==> src/osdp_cfg.svh <==
`ifndef OSDP_CFG_SVH
`define OSDP_CFG_SVH
// Register indexes, byte address is four times the index
`define OSDP_IX_DCR      8'hf0
`define OSDP_IX_CURCOL   8'hf6
`define OSDP_IX_CURROW   8'hf7
`define OSDP_IX_SCRLO    8'hf8
`define OSDP_IX_SCRHI    8'hf9
`define OSDP_IX_MODE     8'hfa
`define OSDP_IX_STAT     8'hfb
// Reset values
`define OSDP_RST_DCR     8'h07
`define OSDP_RST_ZERO    8'h00
// Attribute byte fields
`define OSDP_B_PS        7
`define OSDP_B_CSS       0
`define OSDP_B_US        1
`define OSDP_B_DH        2
`define OSDP_B_DW        3
`define OSDP_B_UH        4
`define OSDP_B_BX        5
`define OSDP_B_SR        6
`define OSDP_F_FG        6:4
`define OSDP_F_BG        2:0
// Default colour register fields
`define OSDP_F_DFG       2:0
`define OSDP_F_DBG       6:4
// Serial colour codes: 0x00-0x07 alpha, 0x10-0x17 mosaic
`define OSDP_F_SCOL      2:0
`define OSDP_B_SMOS      4
`define OSDP_B_SNOCOL    3
// Mode register fields
`define OSDP_F_CURMODE   1:0
`define OSDP_B_LINEMODE  2
// Scroll control fields
`define OSDP_B_SCR_EN    0
`define OSDP_B_SCR_DN    1
`define OSDP_B_SCR_FRZ   2
`define OSDP_F_SCR_SPD   5:3
`define OSDP_F_WTOP      3:0
`define OSDP_F_WBOT      7:4
// Line mode holds at most this many programmed rows
`define OSDP_LINE_ROWS   5'd11
`define OSDP_FLASH_BIT   4
`endif

==> src/osdp_pkg.sv <==
package osdp_pkg;
   typedef enum logic [2:0]
   {
      OSDP_FONT_CTRL = 3'b000,
      OSDP_FONT_G0   = 3'b001,
      OSDP_FONT_G1   = 3'b010,
      OSDP_FONT_G2M  = 3'b011,
      OSDP_FONT_XM   = 3'b100
   } osdp_font_e;
   typedef enum logic [1:0]
   {
      OSDP_CUR_OFF   = 2'b00,
      OSDP_CUR_STAT  = 2'b01,
      OSDP_CUR_FLASH = 2'b10,
      OSDP_CUR_UL    = 2'b11
   } osdp_cur_e;
endpackage

==> src/osdp_attr.sv <==
// Summary of operation
// - Toggle to colour carries shape attributes forward
// - Toggle to shape carries colour forward
// - Lone shape-kind charset select affects one character
// - First charset select of run memorised
// - Alpha serial clears, mosaic serial sets memory
// - Codes 00-1F are serial control codes
// - Colour kind: G0/G1 basic, G2/menu extended
// - Shape kind low codes: select picks G1
// - Shape kind high codes: G2/menu or ext menu
// - New colour or width overwrites second half
// - Underline ignored on upper half
// - Default colours from default colour register
// - Serial colour persists until next colour
// - Shape propagates only over colour attributes
// - Double height never propagates
// - Underline cursor lost when fg equals bg
// - Colour cursor one-based, underline zero-based
// - Scroll within window, line mode eleven rows
// - Shape byte field decode
// - Colour byte field decode
//
// The APB register port was decided locally.
`timescale 1ns/1ns
`include "osdp_cfg.svh"
module osdp_attr
   import osdp_pkg::*;
(
   input  wire logic        pclk,
   input  wire logic        presetn,
   input  wire logic        psel,
   input  wire logic        penable,
   input  wire logic        pwrite,
   input  wire logic [11:0] paddr,
   input  wire logic [31:0] pwdata,
   output logic      [31:0] prdata,
   output logic             pready,
   output logic             pslverr,
   input  wire logic        frame_start,
   input  wire logic        row_start,
   input  wire logic        chr_valid,
   input  wire logic [7:0]  chr_code,
   input  wire logic [7:0]  chr_attr,
   output logic             out_valid,
   output logic [7:0]       out_code,
   output logic [2:0]       out_font,
   output logic [2:0]       out_fg,
   output logic [2:0]       out_bg,
   output logic             out_underline,
   output logic             out_separated,
   output logic             out_dbl_height,
   output logic             out_dbl_width,
   output logic             out_second_half,
   output logic             out_upper_half,
   output logic             out_box,
   output logic             out_rounding,
   output logic             out_cursor,
   output logic [3:0]       scroll_offset,
   output logic             scroll_active
);
   //----------------------------------------
   // Register bus
   //----------------------------------------
   logic [7:0] dcr_r;
   logic [7:0] curcol_r;
   logic [7:0] currow_r;
   logic [7:0] scrlo_r;
   logic [7:0] scrhi_r;
   logic [7:0] mode_r;
   logic       rdy_r;
   logic [31:0] rdat_r;
   logic       err_r;
   logic [7:0] stat_w;

   wire  [9:0] ix_w    = paddr[11:2];
   wire        setup_w = psel & ~penable;
   wire        wr_w    = psel & penable & pwrite & rdy_r;
   wire        hit_dcr = (ix_w == {2'h0, `OSDP_IX_DCR});
   wire        hit_col = (ix_w == {2'h0, `OSDP_IX_CURCOL});
   wire        hit_row = (ix_w == {2'h0, `OSDP_IX_CURROW});
   wire        hit_slo = (ix_w == {2'h0, `OSDP_IX_SCRLO});
   wire        hit_shi = (ix_w == {2'h0, `OSDP_IX_SCRHI});
   wire        hit_mod = (ix_w == {2'h0, `OSDP_IX_MODE});
   wire        hit_sta = (ix_w == {2'h0, `OSDP_IX_STAT});
   wire        ok_w    = (paddr[1:0] == 2'h0) & (hit_dcr | hit_col
                         | hit_row | hit_slo | hit_shi | hit_mod
                         | hit_sta);
   logic [7:0] rsel_w;

   always_comb
   begin
      if (hit_dcr)
         rsel_w = dcr_r;
      else if (hit_col)
         rsel_w = curcol_r;
      else if (hit_row)
         rsel_w = currow_r;
      else if (hit_slo)
         rsel_w = scrlo_r;
      else if (hit_shi)
         rsel_w = scrhi_r;
      else if (hit_mod)
         rsel_w = mode_r;
      else if (hit_sta)
         rsel_w = stat_w;
      else
         rsel_w = 8'h00;
   end

   // Answer comes in the first access cycle, no wait states
   always_ff @(posedge pclk or negedge presetn)
   begin
      if (!presetn)
      begin
         rdy_r  <= 1'b0;
         rdat_r <= 32'h0;
         err_r  <= 1'b0;
      end
      else
      begin
         rdy_r  <= setup_w;
         err_r  <= setup_w & ~ok_w;
         if (setup_w)
            rdat_r <= (ok_w & ~pwrite) ? {24'h0, rsel_w} : 32'h0;
      end
   end

   // Writes to unmapped or the status word are dropped
   wire wok_w = wr_w & ~err_r;

   always_ff @(posedge pclk or negedge presetn)
   begin
      if (!presetn)
      begin
         dcr_r    <= `OSDP_RST_DCR;
         curcol_r <= `OSDP_RST_ZERO;
         currow_r <= `OSDP_RST_ZERO;
         scrlo_r  <= `OSDP_RST_ZERO;
         scrhi_r  <= `OSDP_RST_ZERO;
         mode_r   <= `OSDP_RST_ZERO;
      end
      else
      begin
         if (wok_w & hit_dcr)
            dcr_r <= pwdata[7:0];
         if (wok_w & hit_col)
            curcol_r <= pwdata[7:0];
         if (wok_w & hit_row)
            currow_r <= pwdata[7:0];
         if (wok_w & hit_slo)
            scrlo_r <= pwdata[7:0];
         if (wok_w & hit_shi)
            scrhi_r <= pwdata[7:0];
         if (wok_w & hit_mod)
            mode_r <= pwdata[7:0];
      end
   end

   assign prdata  = rdat_r;
   assign pready  = rdy_r;
   assign pslverr = err_r;

   //----------------------------------------
   // Attribute decode
   //----------------------------------------
   logic       prev_ps_r;
   logic       css_mem_r;
   logic       css_first_r;
   logic       mosaic_r;
   logic [2:0] fg_r;
   logic [2:0] bg_r;
   logic [3:0] shp_r;
   logic       prop_r;
   logic       dw_pend_r;
   logic [7:0] dw_code_r;
   logic [2:0] dw_font_r;
   logic [7:0] col_r;
   logic [7:0] row_r;

   wire ps_w     = chr_attr[`OSDP_B_PS];
   wire ctrl_w   = (chr_code[7:5] == 3'h0);
   wire hi_w     = chr_code[7];
   // Serial colour: 00-07 alpha, 10-17 mosaic
   wire scol_w   = ctrl_w & ~chr_code[`OSDP_B_SNOCOL];
   wire salpha_w = scol_w & ~chr_code[`OSDP_B_SMOS];
   wire smos_w   = scol_w & chr_code[`OSDP_B_SMOS];
   wire run_w    = ps_w & ~prev_ps_r;
   wire mos_w    = smos_w | (mosaic_r & ~salpha_w);

   // Shape-kind select: only its own character unless a run follows
   wire css_w    = ps_w ? chr_attr[`OSDP_B_CSS] : css_mem_r;
   // Order: {rounding, box, double height, underline}
   wire [3:0] shp_a_w = {chr_attr[`OSDP_B_SR], chr_attr[`OSDP_B_BX],
                         chr_attr[`OSDP_B_DH], chr_attr[`OSDP_B_US]};
   wire prop_w   = ~ps_w & (prev_ps_r | prop_r);
   // Carried shape never includes double height
   wire [3:0] shp_w = ps_w ? shp_a_w
                    : prop_w ? (shp_r & 4'b1101)
                    : 4'h0;
   wire dh_w     = ps_w & chr_attr[`OSDP_B_DH];
   wire dw_w     = ps_w & chr_attr[`OSDP_B_DW];
   wire uh_w     = ps_w & chr_attr[`OSDP_B_UH];
   // Colour: parallel colour byte, else serial (foreground only), else held
   wire [2:0] fg_w = ~ps_w ? chr_attr[`OSDP_F_FG]
                   : scol_w ? chr_code[`OSDP_F_SCOL]
                   : fg_r;
   wire [2:0] bg_w = ~ps_w ? chr_attr[`OSDP_F_BG] : bg_r;
   wire newcol_w = ~ps_w | scol_w;

   // Next location overwrites a widened character on new colour or
   // another double width, otherwise shows its second half
   wire ovr_w    = newcol_w | dw_w;
   wire half_w   = dw_pend_r & ~ovr_w;

   osdp_font_e font_w;
   always_comb
   begin
      if (ctrl_w)
         font_w = OSDP_FONT_CTRL;
      else if (hi_w & ps_w & css_w)
         font_w = OSDP_FONT_XM;
      else if (hi_w)
         font_w = OSDP_FONT_G2M;
      else if (css_w | mos_w)
         font_w = OSDP_FONT_G1;
      else
         font_w = OSDP_FONT_G0;
   end

   // Underline only on single height or lower half
   wire ul_w = shp_w[0] & ~(dh_w & uh_w);

   //----------------------------------------
   // Cursor
   //----------------------------------------
   osdp_cur_e cmode_w;
   logic [7:0] frame_cnt_r;
   assign cmode_w = osdp_cur_e'(mode_r[`OSDP_F_CURMODE]);
   wire row_hit_w = (row_r == currow_r);
   wire [7:0] col1_w = 8'(col_r + 8'h1);
   wire col_c_w   = (col1_w == curcol_r);
   wire col_u_w   = (col_r == curcol_r);
   wire flash_w   = frame_cnt_r[`OSDP_FLASH_BIT];
   logic cur_w;
   always_comb
   begin
      case (cmode_w)
         OSDP_CUR_STAT:  cur_w = row_hit_w & col_c_w;
         OSDP_CUR_FLASH: cur_w = row_hit_w & col_c_w & flash_w;
         OSDP_CUR_UL:    cur_w = row_hit_w & col_u_w
                                 & (fg_w != bg_w);
         default:        cur_w = 1'b0;
      endcase
   end

   //----------------------------------------
   // Row state
   //----------------------------------------
   wire [2:0] dfg_w = dcr_r[`OSDP_F_DFG];
   wire [2:0] dbg_w = dcr_r[`OSDP_F_DBG];

   always_ff @(posedge pclk or negedge presetn)
   begin
      if (!presetn)
      begin
         prev_ps_r   <= 1'b0;
         css_mem_r   <= 1'b0;
         css_first_r <= 1'b0;
         mosaic_r    <= 1'b0;
         fg_r        <= 3'h0;
         bg_r        <= 3'h0;
         shp_r       <= 4'h0;
         prop_r      <= 1'b0;
         dw_pend_r   <= 1'b0;
         dw_code_r   <= 8'h0;
         dw_font_r   <= 3'h0;
      end
      else if (row_start)
      begin
         // Every row opens in the default colours
         prev_ps_r   <= 1'b0;
         css_mem_r   <= 1'b0;
         css_first_r <= 1'b0;
         mosaic_r    <= 1'b0;
         fg_r        <= dfg_w;
         bg_r        <= dbg_w;
         shp_r       <= 4'h0;
         prop_r      <= 1'b0;
         dw_pend_r   <= 1'b0;
      end
      else if (chr_valid)
      begin
         prev_ps_r <= ps_w;
         fg_r      <= fg_w;
         bg_r      <= bg_w;
         mosaic_r  <= mos_w;
         prop_r    <= prop_w;
         if (ps_w)
            shp_r <= shp_a_w;
         if (run_w)
            css_first_r <= chr_attr[`OSDP_B_CSS];
         // Serial colours force the memory, run copy comes last
         if (salpha_w)
            css_mem_r <= 1'b0;
         else if (smos_w)
            css_mem_r <= 1'b1;
         else if (ps_w & prev_ps_r)
            css_mem_r <= css_first_r;
         dw_pend_r <= dw_w;
         if (dw_w)
         begin
            dw_code_r <= chr_code;
            dw_font_r <= font_w;
         end
      end
   end

   //----------------------------------------
   // Position counters
   //----------------------------------------
   always_ff @(posedge pclk or negedge presetn)
   begin
      if (!presetn)
      begin
         col_r       <= 8'h0;
         row_r       <= 8'h0;
         frame_cnt_r <= 8'h0;
      end
      else if (frame_start)
      begin
         col_r       <= 8'h0;
         row_r       <= 8'h0;
         frame_cnt_r <= 8'(frame_cnt_r + 8'h1);
      end
      else if (row_start)
      begin
         col_r <= 8'h0;
         row_r <= 8'(row_r + 8'h1);
      end
      else if (chr_valid)
         col_r <= 8'(col_r + 8'h1);
   end

   //----------------------------------------
   // Vertical scrolling
   //----------------------------------------
   logic [3:0] soff_r;
   logic [2:0] sdiv_r;
   logic       sact_r;
   logic       dh_seen_r;
   wire [4:0] wtop_w = {1'b0, scrhi_r[`OSDP_F_WTOP]};
   wire [4:0] wbot_w = {1'b0, scrhi_r[`OSDP_F_WBOT]};
   wire [4:0] wraw_w = 5'(wbot_w - wtop_w);
   // Line mode only has eleven programmed rows to scroll over
   wire [4:0] wlen_w = (mode_r[`OSDP_B_LINEMODE]
                        & (wraw_w > `OSDP_LINE_ROWS))
                       ? `OSDP_LINE_ROWS : wraw_w;
   wire [3:0] wmax_w = (wlen_w == 5'h0) ? 4'h0
                       : 4'(wlen_w - 5'h1);
   // Double height inside the window holds the roll
   wire s_on_w  = scrlo_r[`OSDP_B_SCR_EN] & (wbot_w > wtop_w)
                  & ~dh_seen_r;
   wire s_step_w = frame_start & s_on_w
                   & ~scrlo_r[`OSDP_B_SCR_FRZ]
                   & (sdiv_r == scrlo_r[`OSDP_F_SCR_SPD]);
   wire in_win_w = ({4'h0, row_r} >= {4'h0, wtop_w})
                   & ({4'h0, row_r} < {4'h0, wbot_w});

   always_ff @(posedge pclk or negedge presetn)
   begin
      if (!presetn)
      begin
         soff_r    <= 4'h0;
         sdiv_r    <= 3'h0;
         sact_r    <= 1'b0;
         dh_seen_r <= 1'b0;
      end
      else
      begin
         sact_r <= s_on_w;
         if (frame_start)
            sdiv_r <= (sdiv_r == scrlo_r[`OSDP_F_SCR_SPD])
                      ? 3'h0 : 3'(sdiv_r + 3'h1);
         if (!s_on_w & ~dh_seen_r)
            soff_r <= 4'h0;
         else if (s_step_w & ~scrlo_r[`OSDP_B_SCR_DN])
            soff_r <= (soff_r >= wmax_w) ? 4'h0 : 4'(soff_r + 4'h1);
         else if (s_step_w)
            soff_r <= (soff_r == 4'h0) ? wmax_w : 4'(soff_r - 4'h1);
         if (frame_start)
            dh_seen_r <= 1'b0;
         else if (chr_valid & dh_w & in_win_w)
            dh_seen_r <= 1'b1;
      end
   end

   assign scroll_offset = soff_r;
   assign scroll_active = sact_r;
   assign stat_w = {mosaic_r, css_mem_r, sact_r, dh_seen_r, soff_r};

   //----------------------------------------
   // Output stage
   //----------------------------------------
   always_ff @(posedge pclk or negedge presetn)
   begin
      if (!presetn)
      begin
         out_valid       <= 1'b0;
         out_code        <= 8'h0;
         out_font        <= 3'h0;
         out_fg          <= 3'h0;
         out_bg          <= 3'h0;
         out_underline   <= 1'b0;
         out_separated   <= 1'b0;
         out_dbl_height  <= 1'b0;
         out_dbl_width   <= 1'b0;
         out_second_half <= 1'b0;
         out_upper_half  <= 1'b0;
         out_box         <= 1'b0;
         out_rounding    <= 1'b0;
         out_cursor      <= 1'b0;
      end
      else
      begin
         out_valid <= chr_valid & ~row_start;
         if (chr_valid & ~row_start)
         begin
            out_code        <= half_w ? dw_code_r : chr_code;
            out_font        <= half_w ? dw_font_r : font_w;
            out_fg          <= fg_w;
            out_bg          <= bg_w;
            // Same bit underlines text, separates mosaics
            out_underline   <= ul_w & ~mos_w;
            out_separated   <= shp_w[0] & mos_w;
            out_dbl_height  <= dh_w;
            out_dbl_width   <= dw_w | half_w;
            out_second_half <= half_w;
            out_upper_half  <= uh_w & dh_w;
            out_box         <= shp_w[2];
            out_rounding    <= shp_w[3];
            out_cursor      <= cur_w;
         end
      end
   end
endmodule

==> config.mk <==
export PLATFORM = sky130hd
export DESIGN_NAME = osdp_attr
export DESIGN_NICKNAME = d
export VERILOG_FILES = /design/src/osdp_pkg.sv /design/src/osdp_attr.sv
export VERILOG_INCLUDE_DIRS = /design/src
export SDC_FILE = /design/constraint.sdc
export NUM_CORES = 1
export LEC_CHECK = 0
export BUFFER_PORTS_ARGS = -buffer_cell sky130_fd_sc_hd__clkbuf_2
export CAP_MARGIN = 0
export CORE_AREA = 2 2 154 156
export CTS_CLUSTER_DIAMETER = 40
export CTS_CLUSTER_SIZE = 12
export DETAILED_ROUTE_END_ITERATION = 16
export DIE_AREA = 0 0 156 158
export MAX_ROUTING_LAYER = met4
export RECOVER_POWER = 100
export REMOVE_ABC_BUFFERS = 1
export SLEW_MARGIN = 40
export SYNTH_ARGS = -nofsm -noshare
export SYNTH_HDL_FRONTEND = slang
export SYNTH_SLANG_ARGS = --single-unit
==> constraint.sdc <==
create_clock -name pclk -period 3.8 [get_ports pclk]
set_input_delay 0.38 -clock pclk [delete_from_list [all_inputs] [get_ports pclk]]
set_output_delay 0.38 -clock pclk [all_outputs]
set_load 0.01 [all_outputs]
==> out/results.ini, run 1 <==
[setup_path]
start_kind=primary input
r2r_start=scrhi_r[1]
end_kind=register
rrSetupSlack_ns=0.36
required_ns=4.11
cp_max_fo=15
worst-setup-path-type=primary input to register
r2r_cells=14
worstReg2RegEnd=scroll_offset[3]
crit_arrival_ns=3.76

[die]
core-area_sq_um=23050
fp.dieH_microns=158
die_area_sq_um=24650
rows=56
num_io_pins=134
initial_utilization_pct=34.40
die_w_microns=156

[final_layout]
area_delta_synth_final_pct=14.61
fillers=2308
drive_above_1_share_pct=15.68
diodes=0
final_util_pct=39.43
multiInputGateArea_sq_um=4028
regArea_sq_um=3532
nNetsFinal=971
fin_cells=1183

[detailed_routing]
drt_iter0_drc=326
ant_nets=0
via_count=6265
viasPerCell=5.296
drc_errors=0
dr.pass1.iters=5
wl_per_cell_microns=18.05
wl_microns=21360

[synthesis]
synthTopCellsByCount=dfrtp_1, nand2_1, nor2_1
yosysMostFrequentCell=dfrtp_1
synth_seq_area_share_pct=44.54
avgSynthCellArea_sq_um=9.900
ys_warn_count=0
syn_inst=801
ys_ff_latch=141
syn-cell-area_sq_um=7930
synth.area.top_cells=dfrtp_1, mux2_2, o21ai_0
ys_types=65
synth_top_cell_by_area=dfrtp_1
yosys.area.top_type_share_pct=43.55
ys.flop_type=dfrtp_1
synthArstFlopShare_pct=100.0
synth_edf_count=0

[clocking]
clock_latency_ns=0.43
cts.htree.levels=4
numCtsBuffers=17
cts_tree=built
cts_buffer_depth=2
numClockSinks=141
cts.clk_slew.worst_paths_ns=0.06
ctsRootBufferMaster=clkbuf_16

[pwr]
p_sw_mw=1.032
comb_power_share_pct=11.0
pwr-share-seq_pct=42.3
powerDensity_nw_per_um2=441.8
intPower_mw=2.984
p_leak_nw=4.096
vdd_drop_max_mv=0.2324
power_frac_clock_pct=46.7
p_sw_share_pct=25.69

[grt]
overflow=0
grt_max_degree=91
track_usage_pct=18.58
antenna_found_initial=0
first_global_vias=5991
grt_pass1_wl_microns=34060

[worst_hold_path]
whs_path_depth=3
worstHoldStart=chr_attr[5]
hold-path-endpoint=shp_r[2]
min_path_type=primary input to register

[timing]
rsz0062_at_grt=false
fin_crit_sh_pct=90.71
finalHoldViolCount=0
finalClockSkew_ns=0.007362
setup_viol=0
final.setup.tns_ns=0
fmax_ghz=0.2901
slew_headroom_pct=-54.02
slew_viol_final=109
min_period_ns=3.447
tightest_slew_ns=2.310

[status]
violations=capacitance limit, slew limit
run_status=finished, violations left

[placed_design]
dp_hpwl_microns=15480
placedCellCount=1150
gp_congestion=0.8791
io_buffers=85

[job]
drv_cap=3

power by group through the flow:
stage	sequential, mW	combinational (mW)	clock [mW]
2_1_floorplan	1.72	0.244	0
3_3_place_gp	1.72	0.452	0
3_5_place_dp	1.73	0.461	0
4_1_cts	1.70	0.464	1.90
5_1_grt	1.72	0.505	1.97
6_report	1.70	0.441	1.87
kinds of logic after synthesis:
family                     Yosys count  synth area share, %
AOI/OAI and AO/OA                  166                13.38
xor gates and xnor gates            45                4.970
adders and majority gates           23                3.724
buffers and inverters               80                5.049
DFF                                141                44.54
muxes                               79                10.82
other                                1              0.04729
and+or+nand+nor                    266                17.47
metal layers:
metal	vias up	track usage [%]	routed length (microns)
met5	-	-	0
met4	0	6.422	405
met3	27	3.312	1024
met2	188	28.38	9843
met1	3062	24.98	10080
li1	2988	-	-
repair_timing:
| item | in CTS | in global routing |
|---|---|---|
| setup endpoints to repair | 0 | 2 |
| hold endpoints to repair | 5 | 0 |
| setup buffers | 0 | 0 |
| hold buffers | 1 | 0 |
| resized for setup | 0 | 4 |
critical path, stage by stage:
cell	delay, ns
clkbuf_1	0.56
nand3b_1	0.15
or3_1	0.42
or2_0	0.43
nor4_1	1.37
mux2_2	0.43
placed cells by master (no fill, tap or decap), types with 7 or more instances in the layout:
cell       instances
a21oi_1           35
a221oi_1          10
a22oi_1            9
clkbuf_1          54
clkbuf_16         17
clkbuf_2          37
conb_1            24
dfrtp_1          138
ha_1              22
inv_1             20
mux2_2            53
mux2i_1           25
nand2_1           77
nand2b_1          28
nand3_1           20
nand4_1           15
nor2_1            61
nor3_1            13
o21ai_0           58
o41ai_1           10
or2_2              7
xnor2_1           19
xor2_1            26
worst max path at each step:
stage / from / to / slack (ns) / cells past startpoint
floorplan: scrhi_r[0] / scroll_offset[3] / 0.57 / 12
global placement: scrhi_r[0] / scroll_offset[3] / 0.18 / 12
detailed placement: scrhi_r[0] / scroll_offset[3] / 0.12 / 12
CTS: scrhi_r[0] / scroll_offset[3] / 0.09 / 12
global route: scrhi_r[1] / scroll_offset[3] / 0.05 / 14
finish: paddr[3] / curcol_r[1] / 0.35 / 6
cell type report:
type / instances / area share, %
Sequential cell: 141 / 38.86
Inverter: 22 / 0.9086
Timing Repair Buffer: 95 / 4.708
Clock inverter: 12 / 2.299
Clock buffer: 20 / 4.915
Multi-Input combinational cell: 603 / 44.31
Tap cell: 290 / 3.992
sequential cells by signal, indices dropped and copies added, names as in the netlist, 4 cells and up:
register,cells
dw_code_r,8
mode_r,8
currow_r,8
scrlo_r,8
scrhi_r,8
row_r,8
out_code,8
curcol_r,8
scroll_offset,4
prdata,8
frame_cnt_r,5
col_r,8
dcr_r,8
through the flow:
| stage | power [mW] | hold slack [ns] | setup slack, ns | area (sq um) |
|---|---|---|---|---|
| 6_report | 4.016 | 0.2303 | 0.3531 | 9089 |
| 5_1_grt | 4.189 | 0.2313 | 0.04812 | 9089 |
| 4_1_cts | 4.067 | 0.2179 | 0.09406 | 9243 |
| 3_5_place_dp | 2.189 | 0.4489 | 0.1154 | 8577 |
| 3_3_place_gp | 2.176 | 0.4602 | 0.1804 | 8573 |
| 2_1_floorplan | 1.969 | 0.08441 | 0.5671 | 7699 |
No activity file was read; power rests on OpenSTA's default activity.
==> run 2: changes to the inputs <==
--- a/config.mk
+++ b/config.mk
@@ -14,7 +14,6 @@
 export DETAILED_ROUTE_END_ITERATION = 16
 export DIE_AREA = 0 0 156 158
 export MAX_ROUTING_LAYER = met4
-export RECOVER_POWER = 100
 export REMOVE_ABC_BUFFERS = 1
 export SLEW_MARGIN = 40
 export SYNTH_ARGS = -nofsm -noshare
==> run 2 against run 1 <==
Net effect:
- the flow now finishes without violations
- first-iteration DRC count fell by 0.92%
- via count fell by 0.43%
- cell count did not move
- fmax rose by 0.20%
- total power rose by 0.49%
- sequential power barely moved
- critical path depth rose by 8
- non-clock buffer count did not move
- register-to-register slack barely moved
- highest routed layer unchanged
==> out/results.ini, run 2 (synthesis results as in run 1) <==
[clocking]
cts_tree=built
clock_latency_ns=0.43
cts_buffer_depth=2
cts.clk_slew.worst_paths_ns=0.06
numCtsBuffers=17
numClockSinks=141
cts.htree.levels=4
ctsRootBufferMaster=clkbuf_16

[timing]
holdWs_ns=0.2309
finalClockSkew_ns=0.007302
fin_crit_sh_pct=90.53
setup_viol=0
fmax_ghz=0.2907
slew_headroom_pct=51.73
final.setup.tns_ns=0
finalHoldViolCount=0
rsz0062_at_grt=false
slew_viol_final=0
min_period_ns=3.440
tightest_slew_ns=0.7240
setup_ws_ns=0.3600

[grt]
antenna_found_initial=0
grt_pass1_wl_microns=34060
track_usage_pct=18.58
grt_max_degree=91
overflow=0
first_global_vias=5991

[placed_design]
placedCellCount=1150
placed_cell_area_sq_um=8577
gp_congestion=0.8791
dp_hpwl_microns=15480
post-place-ws_ns=0.1154
io_buffers=85

[die]
rows=56
die_area_sq_um=24650
initial_utilization_pct=34.40
die_w_microns=156
core-area_sq_um=23050
num_io_pins=134
fp.dieH_microns=158

[detailed_routing]
ant_nets=0
viasPerCell=5.273
wl_microns=21300
via_count=6238
wl_per_cell_microns=18.00
dr.pass1.iters=4
drc_errors=0
drt_iter0_drc=323

[setup_path]
end_kind=register
rrSetupSlack_ns=0.36
r2r_start=scrhi_r[1]
worstReg2RegEnd=scroll_offset[3]
cp_max_fo=4
crit_arrival_ns=3.79
worst-setup-path-type=register to register
crit_start=scrhi_r[1]
required_ns=4.15
r2r_cells=14
endpoint=scroll_offset[3]
start_kind=register

[worst_hold_path]
min_path_type=primary input to register

[final_layout]
area_delta_synth_final_pct=16.79
diodes=0
drive_above_1_share_pct=22.40
mostFrequentLayoutCell=dfrtp_1
fin_cells=1183
fillers=2276
nNetsFinal=971
layout_common_cells=dfrtp_1, clkbuf_2, nand2_1, nor2_1, o21ai_0
finalInstanceArea_sq_um=9261

[job]
drv_cap=0

[pwr]
powerDensity_nw_per_um2=435.7
p_leak_nw=4.295
vdd_drop_max_mv=0.2329

[status]
run_status=finished, final reports clean

==> run 2: layout make-up <==
type,count,area (sq um),area share (%)
Multi-Input combinational cell,603,4103,44.30
Sequential cell,141,3532,38.14
Timing Repair Buffer,95,525.5,5.674
Clock buffer,20,446.7,4.823
Tap cell,290,362.8,3.918
Clock inverter,12,209.0,2.256
Inverter,22,82.58,0.8917
==> run 2: how the worst min path moves through the flow <==
stage,startpoint,end,slack [ns],cells past startpoint
floorplan,presetn,bg_r[0],0.08,0
global placement,frame_cnt_r[3],frame_cnt_r[3],0.46,1
detailed placement,presetn,dw_font_r[1],0.45,1
CTS,chr_attr[5],shp_r[2],0.22,3
global route,chr_attr[5],shp_r[2],0.23,3
finish,chr_attr[5],shp_r[2],0.23,3
==> run 2: what timing repair did <==
action                                  CTS  global route
buffers inserted                          0             0
endpoints found under the setup margin    0             2
hold endpoints to repair                  5             0
gates resized for setup                   0             4
hold buffers                              1             0
==> run 2: routing by layer <==
metal	track usage (%)	part of all wire, %
met3	3.312	3.9
met2	28.38	46
met1	24.98	48
met5	-	0
met4	6.422	1.7
==> run 2: report_power, final <==
group	leakage [nW]	switching (mW)	internal (mW)
Combinational	2.11	0.269	0.189
Clock	0.318	0.683	1.19
Sequential	1.86	0.0855	1.62
==> run 2: per-stage QoR <==
step	util (%)	power, mW
after floorplan	-	1.969
after global placement	37.19	2.176
after detailed placement	37.21	2.189
after CTS	40.09	4.067
after global routing	40.18	4.207
final	40.18	4.036
==> run 2: worst max-delay path, stage by stage (launching register included) <==
cell      delay, ns
dfrtp_1        0.41
inv_1          0.08
ha_1           0.30
nor2b_1        0.14
o21ai_0        0.16
or3b_2         0.49
a211oi_2       0.31
nor3b_1        0.09
ha_1           0.29
nand2b_1       0.14
a211oi_1       0.29
o21ai_1        0.16
o41ai_1        0.29
o31ai_1        0.12
o21ai_0        0.09
==> run 3: changes to the inputs <==
--- a/config.mk
+++ b/config.mk
@@ -8,12 +8,13 @@
 export LEC_CHECK = 0
 export BUFFER_PORTS_ARGS = -buffer_cell sky130_fd_sc_hd__clkbuf_2
 export CAP_MARGIN = 0
-export CORE_AREA = 2 2 154 156
+export CORE_AREA = 2 2 125 127
 export CTS_CLUSTER_DIAMETER = 40
 export CTS_CLUSTER_SIZE = 12
 export DETAILED_ROUTE_END_ITERATION = 16
-export DIE_AREA = 0 0 156 158
+export DIE_AREA = 0 0 127 129
 export MAX_ROUTING_LAYER = met4
+export PLACE_DENSITY_LB_ADDON = 0.2
 export REMOVE_ABC_BUFFERS = 1
 export SLEW_MARGIN = 40
 export SYNTH_ARGS = -nofsm -noshare
==> run 3 against run 2 <==
Net effect:
- fmax down 2.4%
- total power fell by 5.7%
- final area shrank 2.5%
- worst hold slack worse by 0.25 ns
- non-clock buffer count shrank 5
- critical endpoint is now scroll_offset[2]
- the run now ends with hold timing left
- routed wire length shrank 4.3%
- via count increased by 2.0%
- combinational power hardly changed
- sequential power about the same
- critical path depth did not move
- sequential share of layout area is 0.97 points higher
- register-to-register slack got worse by 0.09 ns
==> out/results.ini, run 3 (synthesis results as in run 1) <==
[status]
run_status=finished, violations left
violations=hold timing

[grt]
overflow=0
first_global_vias=6260
grt_pass1_wl_microns=32660
antenna_found_initial=0
track_usage_pct=26.51
grt_max_degree=83

[setup_path]
required_ns=4.13
crit_arrival_ns=3.86
start_kind=register
cp_max_fo=4
end_kind=register
worst-setup-path-type=register to register

[final_layout]
mostFrequentLayoutCell=dfrtp_1
layout_common_cells=dfrtp_1, clkbuf_2, nand2_1, nor2_1, o21ai_0
multiInputGateArea_sq_um=4130
diodes=0
drive_above_1_share_pct=22.10
nNetsFinal=966
regArea_sq_um=3532
fin_cells=1075
area_delta_synth_final_pct=13.90
fillers=1246

[die]
die_w_microns=127
num_io_pins=134
fp.dieH_microns=129
core-area_sq_um=14980
rows=45
die_area_sq_um=16380
initial_utilization_pct=52.95

[detailed_routing]
via_count=6365
drc_errors=0
wl_per_cell_microns=18.96
viasPerCell=5.921
dr.pass1.iters=5
ant_nets=0
wl_microns=20380
drt_iter0_drc=530

[clocking]
numClockSinks=141
cts_resized=0
cts_tree=built
ctsRootBufferMaster=clkbuf_16
cts_buffer_depth=2
postCtsHoldBufs=0
numCtsBuffers=17
cts.htree.levels=4
cts.clk_slew.worst_paths_ns=0.06
clock_latency_ns=0.42
post_cts_buffers=0

[timing]
setup_ws_ns=0.2739
slew_viol_final=0
min_period_ns=3.526
setup_viol=0
holdWs_ns=-0.01624
fmax_ghz=0.2836
finalClockSkew_ns=0.006170
finalHoldViolCount=7
slew_headroom_pct=51.38
fin_crit_sh_pct=92.79
tightest_slew_ns=0.7272

[worst_hold_path]
min_path_type=primary input to async pin

[pwr]
p_leak_nw=4.238
powerDensity_nw_per_um2=421.3
vdd_drop_max_mv=0.3096

[placed_design]
dp_hpwl_microns=14630
gp_congestion=0.9186
io_buffers=85
post-place-ws_ns=0.09854
placedCellCount=1044

[job]
drv_cap=0

run 3: cell count changes in the layout (fill, tap and decap cells not counted), sizes merged:
cell	before	now
buf	10	5
bufinv	5	2
clkbuf	104	111
dlygate4sd3	1	0
inv	24	20
run 3: final timing paths:
path                            startpoint                to  slack, ns  cells after the start
min in group pclk              chr_attr[6]          shp_r[3]       0.26                      3
max                             scrhi_r[1]  scroll_offset[2]       0.27                     14
max in group asynchronous          presetn         sdiv_r[0]       2.90                      2
max reg2reg                     scrhi_r[1]  scroll_offset[2]       0.27                     14
min                                presetn       out_font[0]      -0.02                      1
min reg2reg                out_second_half   out_second_half       0.47                      2
run 3: routing by layer:
layer,wire length [microns],part of all wire (%),track usage [%]
met1,9075,45,34.68
met2,9761,48,42.00
met3,1111,5.5,4.407
met4,430,2.1,9.632
met5,0,0,-
run 3: layout make-up:
cell class,instances,area share [%]
well taps,188,2.604
repair buffers,90,5.222
clock buffers,26,5.527
inverters,22,0.9143
clock inverters,5,0.9004
multi-input cells,603,45.73
flip-flops and latches,141,39.11
run 3: stage by stage:
| stage | instance area (sq um) | util (%) | hold WS (ns) | power (mW) | TNS [ns] |
|---|---|---|---|---|---|
| after floorplan | 7699 | - | 0.08441 | 1.969 | 0 |
| after global placement | 8403 | 56.11 | 0.4562 | 2.155 | 0 |
| after detailed placement | 8403 | 56.11 | 0.4653 | 2.183 | 0 |
| after CTS | 8984 | 59.98 | 0.03077 | 3.835 | 0 |
| after global routing | 9032 | 60.31 | 0.03077 | 3.976 | -0.01518 |
| final | 9032 | 60.31 | -0.01624 | 3.805 | 0 |
run 3: report_power, final:
part	switching, mW	internal [mW]	total, mW
logic	0.271	0.187	0.458
registers	0.0838	1.62	1.70
clock network	0.614	1.03	1.65
run 3: worst max-delay path, stage by stage (launching register included):
cell and delay (ns):
dfrtp_1 0.41, inv_1 0.10, ha_1 0.31, nor2b_1 0.15, o21ai_0 0.20, or3b_2 0.51, a211oi_2 0.29, nor3b_1 0.08
ha_1 0.28, nand2b_1 0.16, a211oi_2 0.29, o21a_1 0.21, a221o_1 0.17, a32oi_1 0.12, a31oi_1 0.18
